===== src/hdl/hbpc_pkg.sv =====
// Constants, register map and carrier types of the bridge protection block
package hbpc_pkg;

  // Register port geometry
  localparam int unsigned ADDR_W = 4;
  localparam int unsigned DATA_W = 8;

  // Register indices on the plain register port
  localparam logic [ADDR_W-1:0] REG_STATUS = 4'h0;
  localparam logic [ADDR_W-1:0] REG_MASK   = 4'h1;
  localparam logic [ADDR_W-1:0] REG_FAULT  = 4'h2;
  localparam logic [ADDR_W-1:0] REG_STATE  = 4'h3;

  // Event bits, shared by status and mask registers
  localparam int unsigned NUM_EV = 4;
  localparam int unsigned EV_UV  = 0;
  localparam int unsigned EV_OV  = 1;
  localparam int unsigned EV_TSD = 2;
  localparam int unsigned EV_OC  = 3;
  localparam logic [NUM_EV-1:0] MASK_RST = 4'h0;

  // Power transistors with their own current monitor
  localparam int unsigned NUM_TR = 4;
  // Pin vector: dir a, dir b, uv, ov, ot, then current monitors
  localparam int unsigned PIN_A  = 0;
  localparam int unsigned PIN_B  = 1;
  localparam int unsigned PIN_UV = 2;
  localparam int unsigned PIN_OV = 3;
  localparam int unsigned PIN_OT = 4;
  localparam int unsigned PIN_OC = 5;
  localparam int unsigned NUM_PIN = PIN_OC + NUM_TR;

  // Timebase and filter times
  localparam int unsigned CLK_MHZ      = 250;
  localparam int unsigned OC_FILT_NS   = 5100;
  // Least time, so round up to whole cycles
  localparam int unsigned OC_FILT_CYC  = (OC_FILT_NS * CLK_MHZ + 999) / 1000;
  localparam int unsigned DEAD_CYC_DEF = 32;

  // Gate enables of one leg and of the whole bridge
  typedef struct packed {
    logic hi;
    logic lo;
  } hbpc_leg_t;

  typedef struct packed {
    hbpc_leg_t a;
    hbpc_leg_t b;
  } hbpc_gates_t;

  localparam hbpc_leg_t LEG_OFF  = 2'h0;
  localparam hbpc_leg_t LEG_HIGH = 2'h2;
  localparam hbpc_leg_t LEG_LOW  = 2'h1;

  // Bridge mode, one-hot
  typedef enum logic [3:0] {
    MODE_STOP    = 4'h1,
    MODE_FORWARD = 4'h2,
    MODE_REVERSE = 4'h4,
    MODE_BRAKE   = 4'h8
  } hbpc_mode_t;

endpackage : hbpc_pkg


===== src/hdl/hbpc_top.sv =====
// Full-bridge decode, dead time, protection latches and register port
//
// Function
// - Both high brakes low, mixed inputs drive one direction, both low floats.
// - Undervoltage indication turns every output transistor off.
// - Undervoltage lockout releases by itself when the indication clears.
// - Overvoltage indication turns every output transistor off.
// - Overvoltage shutdown releases by itself when the indication clears.
// - Over-temperature indication turns every output transistor off.
// - Thermal and overcurrent shutdowns latch until both inputs are low.
// - Each of the four transistors has its own overcurrent monitor.
// - Overcurrent trips only after persisting longer than the filter time.
// - Host toggles between drive and short brake for speed control.
// - Dead time inserted at every leg switch, never both transistors on.
//
// Our own choices: the register addresses and the address-and-strobe port.
`timescale 1ns/1ps

module hbpc_top
  import hbpc_pkg::*;
#(
  parameter int unsigned DEAD_CYC = DEAD_CYC_DEF,
  parameter int unsigned OC_CYC   = OC_FILT_CYC
) (
  input  wire logic              sys_clk_i,
  input  wire logic              rst_b_i,
  input  wire logic              dir_in_a_i,
  input  wire logic              dir_in_b_i,
  input  wire logic              undervoltage_i,
  input  wire logic              overvoltage_i,
  input  wire logic              overtemp_i,
  input  wire logic [NUM_TR-1:0] overcurrent_i,
  input  wire logic [ADDR_W-1:0] addr_i,
  input  wire logic [DATA_W-1:0] wdata_i,
  input  wire logic              wr_i,
  input  wire logic              rd_i,
  output logic      [DATA_W-1:0] rdata_o,
  output hbpc_gates_t            gate_o,
  output logic                   irq_o
);

  localparam int unsigned DT_W = $clog2(DEAD_CYC + 1);
  localparam int unsigned OC_W = $clog2(OC_CYC + 1);
  localparam logic [DT_W-1:0] DT_LOAD = DT_W'(DEAD_CYC);
  localparam logic [OC_W-1:0] OC_TRIP = OC_W'(OC_CYC);

  // Reset release through two flops; assertion is immediate
  logic rst_meta_b_r;
  logic rst_sync_b_r;
  always_ff @(posedge sys_clk_i or negedge rst_b_i) begin
    if (!rst_b_i) begin
      rst_meta_b_r <= 1'b0;
      rst_sync_b_r <= 1'b0;
    end else begin
      rst_meta_b_r <= 1'b1;
      rst_sync_b_r <= rst_meta_b_r;
    end
  end

  // Pin synchronisers and agreement filter
  logic [NUM_PIN-1:0] pin_raw;
  logic [NUM_PIN-1:0] pin_s1_r;
  logic [NUM_PIN-1:0] pin_s2_r;
  logic [NUM_PIN-1:0] pin_s3_r;
  logic [NUM_PIN-1:0] pin_f_r;
  assign pin_raw = {overcurrent_i, overtemp_i, overvoltage_i,
                    undervoltage_i, dir_in_b_i, dir_in_a_i};

  genvar gp;
  generate
    for (gp = 0; gp < NUM_PIN; gp++) begin : g_pin
      // First flop feeds only the second; a glitch must agree twice
      always_ff @(posedge sys_clk_i or negedge rst_sync_b_r) begin
        if (!rst_sync_b_r) begin
          pin_s1_r[gp] <= 1'b0;
          pin_s2_r[gp] <= 1'b0;
          pin_s3_r[gp] <= 1'b0;
          pin_f_r[gp]  <= 1'b0;
        end else begin
          pin_s1_r[gp] <= pin_raw[gp];
          pin_s2_r[gp] <= pin_s1_r[gp];
          pin_s3_r[gp] <= pin_s2_r[gp];
          if (pin_s2_r[gp] == pin_s3_r[gp]) begin
            pin_f_r[gp] <= pin_s3_r[gp];
          end
        end
      end
    end
  endgenerate

  // Filtered views of the pins
  wire logic              dir_a    = pin_f_r[PIN_A];
  wire logic              dir_b    = pin_f_r[PIN_B];
  wire logic              uv_f     = pin_f_r[PIN_UV];
  wire logic              ov_f     = pin_f_r[PIN_OV];
  wire logic              ot_f     = pin_f_r[PIN_OT];
  wire logic [NUM_TR-1:0] oc_f     = pin_f_r[PIN_OC +: NUM_TR];
  wire logic              oc_any   = |oc_f;
  wire logic              stop_req = !dir_a && !dir_b;

  // Overcurrent persistence filter, restarts on any gap
  logic [OC_W-1:0] oc_cnt_r;
  wire logic       oc_trip = oc_any && (oc_cnt_r == OC_TRIP);

  always_ff @(posedge sys_clk_i or negedge rst_sync_b_r) begin
    if (!rst_sync_b_r) begin
      oc_cnt_r <= '0;
    end else if (!oc_any) begin
      oc_cnt_r <= '0;
    end else if (oc_cnt_r != OC_TRIP) begin
      oc_cnt_r <= oc_cnt_r + 1'b1;
    end
  end

  // Latched shutdowns; a new trip wins over the release
  logic tsd_r;
  logic ocl_r;

  always_ff @(posedge sys_clk_i or negedge rst_sync_b_r) begin
    if (!rst_sync_b_r) begin
      tsd_r <= 1'b0;
    end else if (ot_f) begin
      tsd_r <= 1'b1;
    end else if (stop_req) begin
      tsd_r <= 1'b0;
    end
  end

  always_ff @(posedge sys_clk_i or negedge rst_sync_b_r) begin
    if (!rst_sync_b_r) begin
      ocl_r <= 1'b0;
    end else if (oc_trip) begin
      ocl_r <= 1'b1;
    end else if (stop_req) begin
      ocl_r <= 1'b0;
    end
  end

  // Supply faults follow their indications, so release is automatic
  wire logic fault_any = uv_f || ov_f || tsd_r || ocl_r;

  // Mode follows the inputs; a fault forces stop
  hbpc_mode_t mode_r;
  hbpc_mode_t mode_nxt;
  always_comb begin
    if (fault_any) begin
      mode_nxt = MODE_STOP;
    end else if (dir_a && dir_b) begin
      mode_nxt = MODE_BRAKE;
    end else if (dir_a) begin
      mode_nxt = MODE_FORWARD;
    end else if (dir_b) begin
      mode_nxt = MODE_REVERSE;
    end else begin
      mode_nxt = MODE_STOP;
    end
  end

  always_ff @(posedge sys_clk_i or negedge rst_sync_b_r) begin
    if (!rst_sync_b_r) begin
      mode_r <= MODE_STOP;
    end else begin
      mode_r <= mode_nxt;
    end
  end

  // Wanted leg states; fault cuts straight through, not via mode
  hbpc_leg_t leg_want [2];
  always_comb begin
    case (mode_r)
      MODE_FORWARD: begin
        leg_want[0] = LEG_HIGH;
        leg_want[1] = LEG_LOW;
      end
      MODE_REVERSE: begin
        leg_want[0] = LEG_LOW;
        leg_want[1] = LEG_HIGH;
      end
      MODE_BRAKE: begin
        leg_want[0] = LEG_LOW;
        leg_want[1] = LEG_LOW;
      end
      default: begin
        leg_want[0] = LEG_OFF;
        leg_want[1] = LEG_OFF;
      end
    endcase
    if (fault_any) begin
      leg_want[0] = LEG_OFF;
      leg_want[1] = LEG_OFF;
    end
  end

  // Per-leg dead time: off first, wait, then turn the new side on.
  // Turning off never waits, so faults act on the next edge.
  hbpc_leg_t       leg_r  [2];
  logic [DT_W-1:0] dt_cnt_r [2];
  genvar gl;
  generate
    for (gl = 0; gl < 2; gl++) begin : g_leg
      always_ff @(posedge sys_clk_i or negedge rst_sync_b_r) begin
        if (!rst_sync_b_r) begin
          leg_r[gl]    <= LEG_OFF;
          dt_cnt_r[gl] <= '0;
        end else if (leg_r[gl] != LEG_OFF &&
                     leg_r[gl] != leg_want[gl]) begin
          leg_r[gl]    <= LEG_OFF;
          dt_cnt_r[gl] <= DT_LOAD;
        end else if (dt_cnt_r[gl] != '0) begin
          dt_cnt_r[gl] <= dt_cnt_r[gl] - 1'b1;
        end else if (leg_r[gl] == LEG_OFF) begin
          leg_r[gl]    <= leg_want[gl];
        end
      end

    end
  endgenerate

  assign gate_o = {leg_r[0], leg_r[1]};

  // Events: rising fault indications and fresh latch trips
  logic [NUM_EV-1:0] ev;
  logic              uv_d_r;
  logic              ov_d_r;
  always_ff @(posedge sys_clk_i or negedge rst_sync_b_r) begin
    if (!rst_sync_b_r) begin
      uv_d_r <= 1'b0;
      ov_d_r <= 1'b0;
    end else begin
      uv_d_r <= uv_f;
      ov_d_r <= ov_f;
    end
  end

  always_comb begin
    ev         = '0;
    ev[EV_UV]  = uv_f && !uv_d_r;
    ev[EV_OV]  = ov_f && !ov_d_r;
    ev[EV_TSD] = ot_f && !tsd_r;
    ev[EV_OC]  = oc_trip && !ocl_r;
  end

  // Status is write-one-to-clear; a same-cycle event still sets
  logic [NUM_EV-1:0] status_r;
  logic [NUM_EV-1:0] mask_r;
  logic              irq_r;
  wire logic         wr_status = wr_i && (addr_i == REG_STATUS);
  wire logic         wr_mask   = wr_i && (addr_i == REG_MASK);

  always_ff @(posedge sys_clk_i or negedge rst_sync_b_r) begin
    if (!rst_sync_b_r) begin
      status_r <= '0;
    end else if (wr_status) begin
      status_r <= (status_r & ~wdata_i[NUM_EV-1:0]) | ev;
    end else begin
      status_r <= status_r | ev;
    end
  end

  always_ff @(posedge sys_clk_i or negedge rst_sync_b_r) begin
    if (!rst_sync_b_r) begin
      mask_r <= MASK_RST;
    end else if (wr_mask) begin
      mask_r <= wdata_i[NUM_EV-1:0];
    end
  end

  // Level interrupt, one cycle behind status so it leaves a flop
  always_ff @(posedge sys_clk_i or negedge rst_sync_b_r) begin
    if (!rst_sync_b_r) begin
      irq_r <= 1'b0;
    end else begin
      irq_r <= |(status_r & mask_r);
    end
  end

  assign irq_o = irq_r;

  // Read data for one cycle only; unmapped and idle read as zero
  logic [DATA_W-1:0] rdata_r;

  always_ff @(posedge sys_clk_i or negedge rst_sync_b_r) begin
    if (!rst_sync_b_r) begin
      rdata_r <= '0;
    end else if (!rd_i) begin
      rdata_r <= '0;
    end else if (addr_i == REG_STATUS) begin
      rdata_r <= DATA_W'(status_r);
    end else if (addr_i == REG_MASK) begin
      rdata_r <= DATA_W'(mask_r);
    end else if (addr_i == REG_FAULT) begin
      rdata_r <= DATA_W'({ocl_r, tsd_r, ov_f, uv_f});
    end else if (addr_i == REG_STATE) begin
      rdata_r <= {mode_r, gate_o};
    end else begin
      rdata_r <= '0;
    end
  end

  assign rdata_o = rdata_r;
endmodule : hbpc_top


===== config.mk =====
export PLATFORM = sky130hd
export DESIGN_NAME = hbpc_top
export DESIGN_NICKNAME = d
export VERILOG_FILES = /design/src/hdl/hbpc_pkg.sv /design/src/hdl/hbpc_top.sv
export SDC_FILE = /design/constraint.sdc
export NUM_CORES = 1
export LEC_CHECK = 0
export BUFFER_PORTS_ARGS = -buffer_cell sky130_fd_sc_hd__buf_2
export CAP_MARGIN = 10
export CORE_ASPECT_RATIO = 0.5
export CORE_MARGIN = 2
export CORE_UTILIZATION = 52
export DETAILED_ROUTE_END_ITERATION = 7
export GPL_ROUTABILITY_DRIVEN = 0
export MAX_ROUTING_LAYER = met4
export PLACE_DENSITY = 0.79
export SLEW_MARGIN = 30
export SYNTH_ARGS = -nofsm -noshare
export SYNTH_HDL_FRONTEND = slang
export SYNTH_SLANG_ARGS = --single-unit

===== constraint.sdc =====
create_clock -name sys_clk_i -period 3 [get_ports sys_clk_i]
set_clock_uncertainty 0.1 [all_clocks]
set_input_delay 0.15 -clock sys_clk_i [delete_from_list [all_inputs] [get_ports sys_clk_i]]
set_output_delay 0.15 -clock sys_clk_i [all_outputs]
set_load 0.01 [all_outputs]

== Yosys cells after proc, flatten, opt, wreduce, memory -nomap -nowiden ==
Index checks and enable logic that the tools add are counted.
Word-level totals
  bits in registers: 90
  input bits: 25
  word-level logic and storage cells: 148
Cells by class
  reduce and logical (&&, ||, !) cells: 37
  equal/unequal tests: 22
  add/sub/neg operators: 3
  bitwise operators: 5
  muxes and demuxes: 27
Operators by type and width (count)
  $mux W8: 5
  $mux W6: 4
  $mux W11: 2
  $mux W4: 4
  $reduce_bool A2 Y1: 8
  $eq A4 B2 Y1 const B: 3
  $mux W2: 6
  $pmux W4 S3: 1
  $reduce_bool A6 Y1: 2
  $sub A6 B1 Y6 const B: 2
  $add A11 B1 Y11 const B: 1
  $eq A11 B11 Y1 const B: 1
  $logic_and A1 B1 Y1: 11
  $ne A11 B11 Y1 const B: 1
  $eq A1 B1 Y1: 9
  $and A4 B4 Y4: 2
  $or A4 B4 Y4: 2
  $reduce_or A4 Y1: 2
  $logic_not A1 Y1: 6
  $mux W3: 2
  $eq A4 B1 Y1 const B: 1
  $eq A4 B3 Y1 const B: 1
  $eq A4 B4 Y1 const B: 1
  $logic_not A2 Y1: 2
  other kinds (8): 15

== Depth between registers and ports, before layout ==
Gate-level depths: netlist of the first run.
  depth after elaboration: 8
  gate-level depth with buffers: 6

== Least setup slack after synthesis of the first run ==
Ideal clock, no wire load.
  path kind: register -> register
  start: reg ocl_r
  end: reg dt_cnt_r[11] (netlist bit)
  path buffers: 0
  period minus slack after synthesis: 2.141 ns
  arrival time: 1.915 ns
  setup slack: 0.859 ns
  cell stages (with the launch flop): 5
  cell sequence: dfrtp_1 or4_4 or3_4 o32a_4 a311o_1
On the way
  cells in the longest elaborated chain, start to end: 5
RTL lines
  start: declaration: RTL line hbpc_top.sv:117  | logic ocl_r;
  start signal: assignment: RTL line hbpc_top.sv:131  | ocl_r <= 1'b0;
  start signal: assignment: RTL line hbpc_top.sv:133  | ocl_r <= 1'b1;
  start signal: assignment: RTL line hbpc_top.sv:135  | ocl_r <= 1'b0;
  $logic_or A1 B1 Y1 (*): RTL line hbpc_top.sv:140  | wire logic fault_any = uv_f || ov_f || tsd_r || ocl_r;
  $mux W4 (*): RTL line hbpc_top.sv:188  | if (fault_any) begin
  $ne A2 B2 Y1 (*): RTL line hbpc_top.sv:206  | leg_r[gl] != leg_want[gl]) begin
  $logic_and A1 B1 Y1 (*): RTL line hbpc_top.sv:205  | end else if (leg_r[gl] != LEG_OFF &&
  $mux W6 or $reduce_bool A2 Y1 (tied branches)
  end signal: indexed assignment: RTL line hbpc_top.sv:210  | dt_cnt_r[gl] <= dt_cnt_r[gl] - 1'b1;
  end: declaration: RTL line hbpc_top.sv:197  | logic [DT_W-1:0] dt_cnt_r [2];
Every way passes the cells marked *; elsewhere a longest branch is shown, timed or not.
A chain may end at the register's enable or synchronous reset.

== Worst setup path after layout of the first run ==
Same ends and word-level chain as after synthesis.

==> impl_metrics.toml, run 1 <==
[status]
outcome = "completed"

[clock_tree]
cts-root-buf = "clkbuf_16"
h_tree_levels = 3
post-cts-setup-buffers = 0
cts_made_buffers = 9
clock_insertion_delay_worst_skew_ns = 0.34
cts.reportedPaths.clkPinSlew_ns = 0.06
cts.sinks = 90
cts.path.max_buffers = 2
cts_tree = "yes"

[floorplanning]
initial_utilization_pct = 55.3
core.rowCount = 20
io_pins = 38
die_area_um2 = 7330
design.core.area_um2 = 6230
die_y_um = 61.6
die_w_um = 119

[sta]
post_route_minimum_period_ns = 2.25
timing.final.hold_violations = 0
final_max_slew_viol_count = 0
whs_ns = 0.0209
fin_setup_tns_ns = 0
setup_violations = 0
rsz0062_at_grt = "false"
min_period_over_period_pct = 74.9
worst_slew_slack_as_a_fraction_of_its_limit_pct = 50.7
worstMarginPinSlew_ns = 0.734
max_frequency_mhz = 445

[pwr]
ir_drop_mv = 0.472
post-layout-total-power_uw = 3090
power-per-cell-area_nw_per_um2 = 741
cellInternalPower_uw = 2220
switching_share_pct = 28.0
p_comb_share_pct = 17.4
pwr-share-clk_pct = 31.4
power_leakage_uw = 0.00188
p_sw_uw = 866
share_seq_of_total_power_pct = 51.2

[setup_path]
worst_path_largest_cell_delay_ns = 0.58
cp-end-kind = "flop"
cp_cell_sequence = "or4_4 -> or3_4 -> o32a_4 -> a311o_1"
r2r_setup_slack_ns = 0.75
setup.worst_path.start_class = "flop"
critical_path.max_fanout = 6
reg2reg_from = "ocl_r$_DFFE_PN0P_"
timing.critical_path.slowest_stage_cell = "or4_4"
required_ns = 3.12
critPathKind = "flop to flop"
regToRegEndpoint = "dt_cnt_r[11]$_DFFE_PN0P_"
arrival_ns = 2.36
cp-startpoint = "ocl_r$_DFFE_PN0P_"
r2r_cells = 4

[drt]
detail_route.drc_violations = 0
drtIter0Drc = 162
wl_per_cell_um = 15.3
final_antenna_net_count = 0
finalWirelength_um = 6460
firstDrtPassIters = 4
route.vias.total = 2301
vias_per_cell = 5.47

[synth]
netlist_area_um2 = 3440
yosys.cell_types.count = 47
post-synth-top-area-fraction_pct = 64.7
post-synth-top-area-cell = "dfrtp_1"
synthesis.area_per_instance_um2 = 12.8
synth.area.top_cells = "dfrtp_1, nor2_1, maj3_1"
post_synth_edffs = 0
flip_flop_and_latch_count_after_synthesis = 90
register_area_share_after_synthesis_pct = 65.4
syn_inst = 270
yosysWarnings = 0
synth.net_count = 300
ffs_w_async_s_r_synth_pct = 100
synth_top_flop_cell = "dfrtp_1"

[placement]
postPlaceCellArea_um2 = 3760
number_of_port_buffers = 33
detailedPlacementHpwl_um = 4300

[global_route]
grt_first_pass_wirelength_um = 11100
gr-usage-met3_pct = 6.57
grt_pass1_vias = 2360
global_route.usage.met1_pct = 24.5
global_route.usage.met2_pct = 34.4
number_of_antenna_violations_at_the_first_check_in_global_routing = 0
globalRoute.busiestLayer = "met2"
grt_remaining_overflow = 0
largest_net_degree_at_the_start_of_global_routing = 54
globalRouteTotalUtil_pct = 21.2

[layout]
nNetsFinal = 359
final_core_utilization_pct = 66.9
areaGrowthSynthToFinish_pct = 21.0
n_fill_cell = 438
antenna_cells = 0
mostFrequentLayoutCell = "dfrtp_1"
final_cell_mix = "dfrtp_1, buf_2, nor2_1"
fin_area_um2 = 4170
ratio_of_cells_with_drive_above_1_in_the_final_layout_pct = 18.6

[worst_hold_path]
worstHoldPathType = "input pin to asynchronous set/reset pin"

[flow_run]
drv.max_cap_violation_count = 0
-- layout make-up --
class	count	area (µm²)	share of cell area, %
clock buffers	12	236	5.67
clock inverters	3	17.5	0.420
inverters	8	30.0	0.721
multi-input cells	170	1170	28.0
flip-flops and latches	90	2260	54.2
well taps	88	110	2.64
repair buffers	50	350	8.41
-- critical path: cells and delay by family (launching register included) --
family | cells | cell delay, ns
flip-flops | 1 | 0.42
AO/OA/AOI/OAI | 2 | 0.67
AND/OR/NAND/NOR | 2 | 0.94
-- power groups by stage --
stage / clock [µW] / combinational (µW) / sequential, µW
2_1_floorplan: 0 / 396 / 1560
3_3_place_gp: 0 / 468 / 1590
3_5_place_dp: 0 / 520 / 1600
4_1_cts: 995 / 544 / 1580
5_1_grt: 1060 / 612 / 1610
6_report: 970 / 537 / 1580
-- flip-flops by register name (all words and copies together), names as in the netlist, 4 cells and up --
signal    cells
oc_f          4
gate_o        4
rdata_o       8
pin_s3_r      9
status_r      4
mask_r        4
pin_s2_r      9
mode_r        4
dt_cnt_r     12
pin_s1_r      9
oc_cnt_r     11
-- logic make-up (layout without fill, tap and decap cells) --
family	count (synthesis)	in the layout	share of synthesized area [%]
xor+xnor	15	15	3.81
buf+inv	10	73	1.09
compound gates	39	39	8.50
simple gates	95	95	14.7
fa+ha+maj	14	14	4.43
mux	6	6	1.89
flops	90	90	65.4
other cells	1	1	0.109
-- repair_timing --
item | 4_1_cts | 5_1_grt
hold buffers | 15 | 0
endpoints found under the hold margin | 18 | 0
gates resized for setup | 0 | 0
-- synth_stat cells (2+ instances only) --
library cell / n
nor3_1: 5
clkbuf_1: 2
and4_1: 2
o2bb2ai_1: 2
inv_1: 8
o21ai_0: 9
nand4_1: 3
nand3b_1: 3
a22oi_1: 2
a21oi_1: 7
xnor2_1: 7
and3_1: 7
dfrtp_1: 89
nor4_1: 5
xor2_1: 8
ha_1: 5
or3_1: 2
o22a_1: 2
nand2b_1: 9
maj3_1: 9
a2111oi_0: 5
nand2_1: 13
a211oi_1: 2
mux2_2: 4
nor2_1: 30
nand3_1: 4
a221oi_1: 4
or2_2: 2
mux2i_1: 2
-- routing by layer --
metal | part of all wire, % | vias to the layer above
met5 | 0 | -
li1 | - | 1080
met4 | 2.1 | 0
met3 | 4.8 | 15
met1 | 44 | 1139
met2 | 49 | 67
-- stage by stage --
| step | std cells | setup WS (ns) |
|---|---|---|
| after floorplan | 270 | 0.209 |
| after global placement | 390 | 0.804 |
| after detailed placement | 391 | 0.773 |
| after CTS | 421 | 0.750 |
| after global routing | 421 | 0.694 |
| final | 421 | 0.754 |
-- worst max-delay path by stage --
stage,endpoint,slack (ns)
after floorplan,dir_a$_DFFE_PN0N_,0.21
after global placement,dt_cnt_r[11]$_DFFE_PN0P_,0.80
after detailed placement,dt_cnt_r[11]$_DFFE_PN0P_,0.77
after CTS,dt_cnt_r[11]$_DFFE_PN0P_,0.75
after global routing,dt_cnt_r[11]$_DFFE_PN0P_,0.69
final,dt_cnt_r[11]$_DFFE_PN0P_,0.75
No activity file was read; power rests on OpenSTA's default activity.
==> inputs of run 2 (changes only) <==
Settings changed: ABC_AREA from default to 1, CORE_UTILIZATION 52 to 58, PLACE_DENSITY 0.79 to 0.83.
Clock period 3 ns to 2.1 ns, I/O delays scaled along.
==> impl_metrics.toml, run 2 <==
[floorplanning]
io_pins = 38
design.core.area_um2 = 6130
die_w_um = 117
initial_utilization_pct = 60.5
core.rowCount = 20
die_area_um2 = 7090
die_y_um = 60.6

[synth]
synth.area.top_cells = "dfrtp_1, nand2_1, inv_1"
synth.net_count = 401
synth.top_cells.by_count = "dfrtp_1, nand2_1, inv_1, nor2_1, o21ai_0"
ffs_w_async_s_r_synth_pct = 100
netlist_area_um2 = 3710
synthesis.area_per_instance_um2 = 10.0
yosys.cell_types.count = 31
post-synth-top-area-cell = "dfrtp_1"
synth_top_flop_cell = "dfrtp_1"
yosysWarnings = 0
flip_flop_and_latch_count_after_synthesis = 90
syn_inst = 371
post_synth_edffs = 0
register_area_share_after_synthesis_pct = 60.7
yosys.cell_count.top_type = "dfrtp_1"
post-synth-top-area-fraction_pct = 60.0

[status]
outcome = "completed"

[global_route]
grt_first_pass_wirelength_um = 12500
globalRouteTotalUtil_pct = 24.1
number_of_antenna_violations_at_the_first_check_in_global_routing = 0
grt_pass1_vias = 2838
largest_net_degree_at_the_start_of_global_routing = 46
grt_remaining_overflow = 0

[setup_path]
arrival_ns = 1.67
setup.worst_path.start_class = "flop"
required_ns = 2.22
critPathKind = "flop to flop"
cp-end-kind = "flop"
critical_path.max_fanout = 5

[clock_tree]
cts.sinks = 90
cts_tree = "yes"
cts.reportedPaths.clkPinSlew_ns = 0.07
h_tree_levels = 3
post-cts-setup-buffers = 0
ctsResizeCount = 0
cts-root-buf = "clkbuf_16"
clock_insertion_delay_worst_skew_ns = 0.33
cts_made_buffers = 9
cts.path.max_buffers = 2

[placement]
number_of_port_buffers = 33
dpl.cell_count = 492
postPlaceCellArea_um2 = 4010
detailedPlacementHpwl_um = 4780

[layout]
n_fill_cell = 397
antenna_cells = 0
largest_register_ffs = 12
final_cell_mix = "dfrtp_1, nand2_1, inv_1"
ff_latch_area_um2 = 2260
multi_input_area_um2 = 1260
top_register = "dt_cnt_r"
nNetsFinal = 461
fin_area_um2 = 4470
ratio_of_cells_with_drive_above_1_in_the_final_layout_pct = 19.3
largest_registers = "dt_cnt_r (12), oc_cnt_r (11)"
mostFrequentLayoutCell = "dfrtp_1"
final-instance-count-excl-fill = 524
areaGrowthSynthToFinish_pct = 20.4

[drt]
vias_per_cell = 5.22
final_antenna_net_count = 0
drtIter0Drc = 179
detail_route.drc_violations = 0
wl_per_cell_um = 14.0
route.vias.total = 2734
finalWirelength_um = 7350
firstDrtPassIters = 4

[sta]
fin_setup_tns_ns = 0
max_frequency_mhz = 648
setup_violations = 0
rsz0062_at_grt = "false"
worstMarginPinSlew_ns = 0.581
timing.final.hold_violations = 0
post_route_minimum_period_ns = 1.54
worst_slew_slack_as_a_fraction_of_its_limit_pct = 61.3
final_max_slew_viol_count = 0
min_period_over_period_pct = 73.4

[pwr]
ir_drop_mv = 0.514
power_leakage_uw = 0.00218
power-per-cell-area_nw_per_um2 = 1090

[worst_hold_path]
worstHoldPathType = "input pin to flop"

[flow_run]
drv.max_cap_violation_count = 0
## run 2: changes by cell type in the layout (fill, tap and decap cells not counted), sizes merged, moves of 7 or more
cell    previous run  this run
xnor2              7         0
inv                8        53
nand2b             9         0
nand2             13        67
nand3              4        16
o21ai              9        36
nor2              30        58
and3               7         0
## run 2: critical path: stages (launching register included)
cell	delay [ns]
dfrtp_1	0.47
ha_1	0.28
nand3_1	0.14
nor2_4	0.17
nand2_1	0.10
nand3_1	0.11
nand2_1	0.06
## run 2: what timing repair did
item,in CTS,in global routing
hold buffers,16,0
endpoints found under the hold margin,20,0
setup endpoints to repair,0,0
## run 2: cell type report
| class | count | share of cell area [%] |
|---|---|---|
| flip-flops and latches | 90 | 50.5 |
| repair buffers | 50 | 7.73 |
| multi-input cells | 229 | 28.2 |
| clock inverters | 6 | 1.68 |
| inverters | 51 | 4.34 |
| well taps | 88 | 2.46 |
| clock buffers | 10 | 5.12 |
## run 2: worst paths after layout
check / depth (start not counted) / slack, ns / from / to
worst max-delay path: 6 / 0.56 / oc_cnt_r[0]$_DFFE_PN0N_ / oc_cnt_r[1]$_DFFE_PN0N_
worst min-delay path: 4 / 0.04 / addr_i[1] / rdata_o[3]$_DFF_PN0_
worst max register to register: 6 / 0.56 / oc_cnt_r[0]$_DFFE_PN0N_ / oc_cnt_r[1]$_DFFE_PN0N_
worst min register to register: 0 / 0.23 / rst_sync_b_r$_DFF_PN0_ / pin_s1_r[2]$_DFF_PN0_
max in group asynchronous: 1 / 1.04 / rst_sync_b_r$_DFF_PN0_ / ocl_r$_DFFE_PN0P_
min in group asynchronous: 0 / 0.23 / rst_sync_b_r$_DFF_PN0_ / pin_s1_r[2]$_DFF_PN0_
## run 2: per-stage QoR
stage          setup WS [ns]  power (µW)  hold slack, ns  utilization (%)
2_1_floorplan          0.483        2970          -0.291                -
3_3_place_gp           0.634        3120          -0.209             65.3
3_5_place_dp           0.595        3210          -0.206             65.3
4_1_cts                0.571        4860          0.0249             72.9
5_1_grt                0.431        5140          0.0563             72.9
6_report               0.558        4850          0.0423             72.9
## run 2: layer usage
metal	global-route usage [%]	vias up	share of wire, %
met5	-	-	0
met4	9.58	0	1.3
met3	6.69	14	4.1
met2	42.3	84	52
met1	26.9	1326	42
li1	-	1310	-
## run 2: where the power goes
| part | total (µW) | switching, µW | internal, µW |
|---|---|---|---|
| clock | 1610 | 674 | 939 |
| combinational | 972 | 585 | 388 |
| sequential | 2270 | 258 | 2010 |
| total | 4850 | 1520 | 3330 |
## run 2: cell families after synthesis
family	share of synthesized area, %
adder cells (fa/ha/maj)	4.11
AND/OR/NAND/NOR	21.3
AO/OA/AOI/OAI	7.89
XOR/XNOR	0.472
other	0.101
buffers and inverters	5.36
flip-flops	60.7
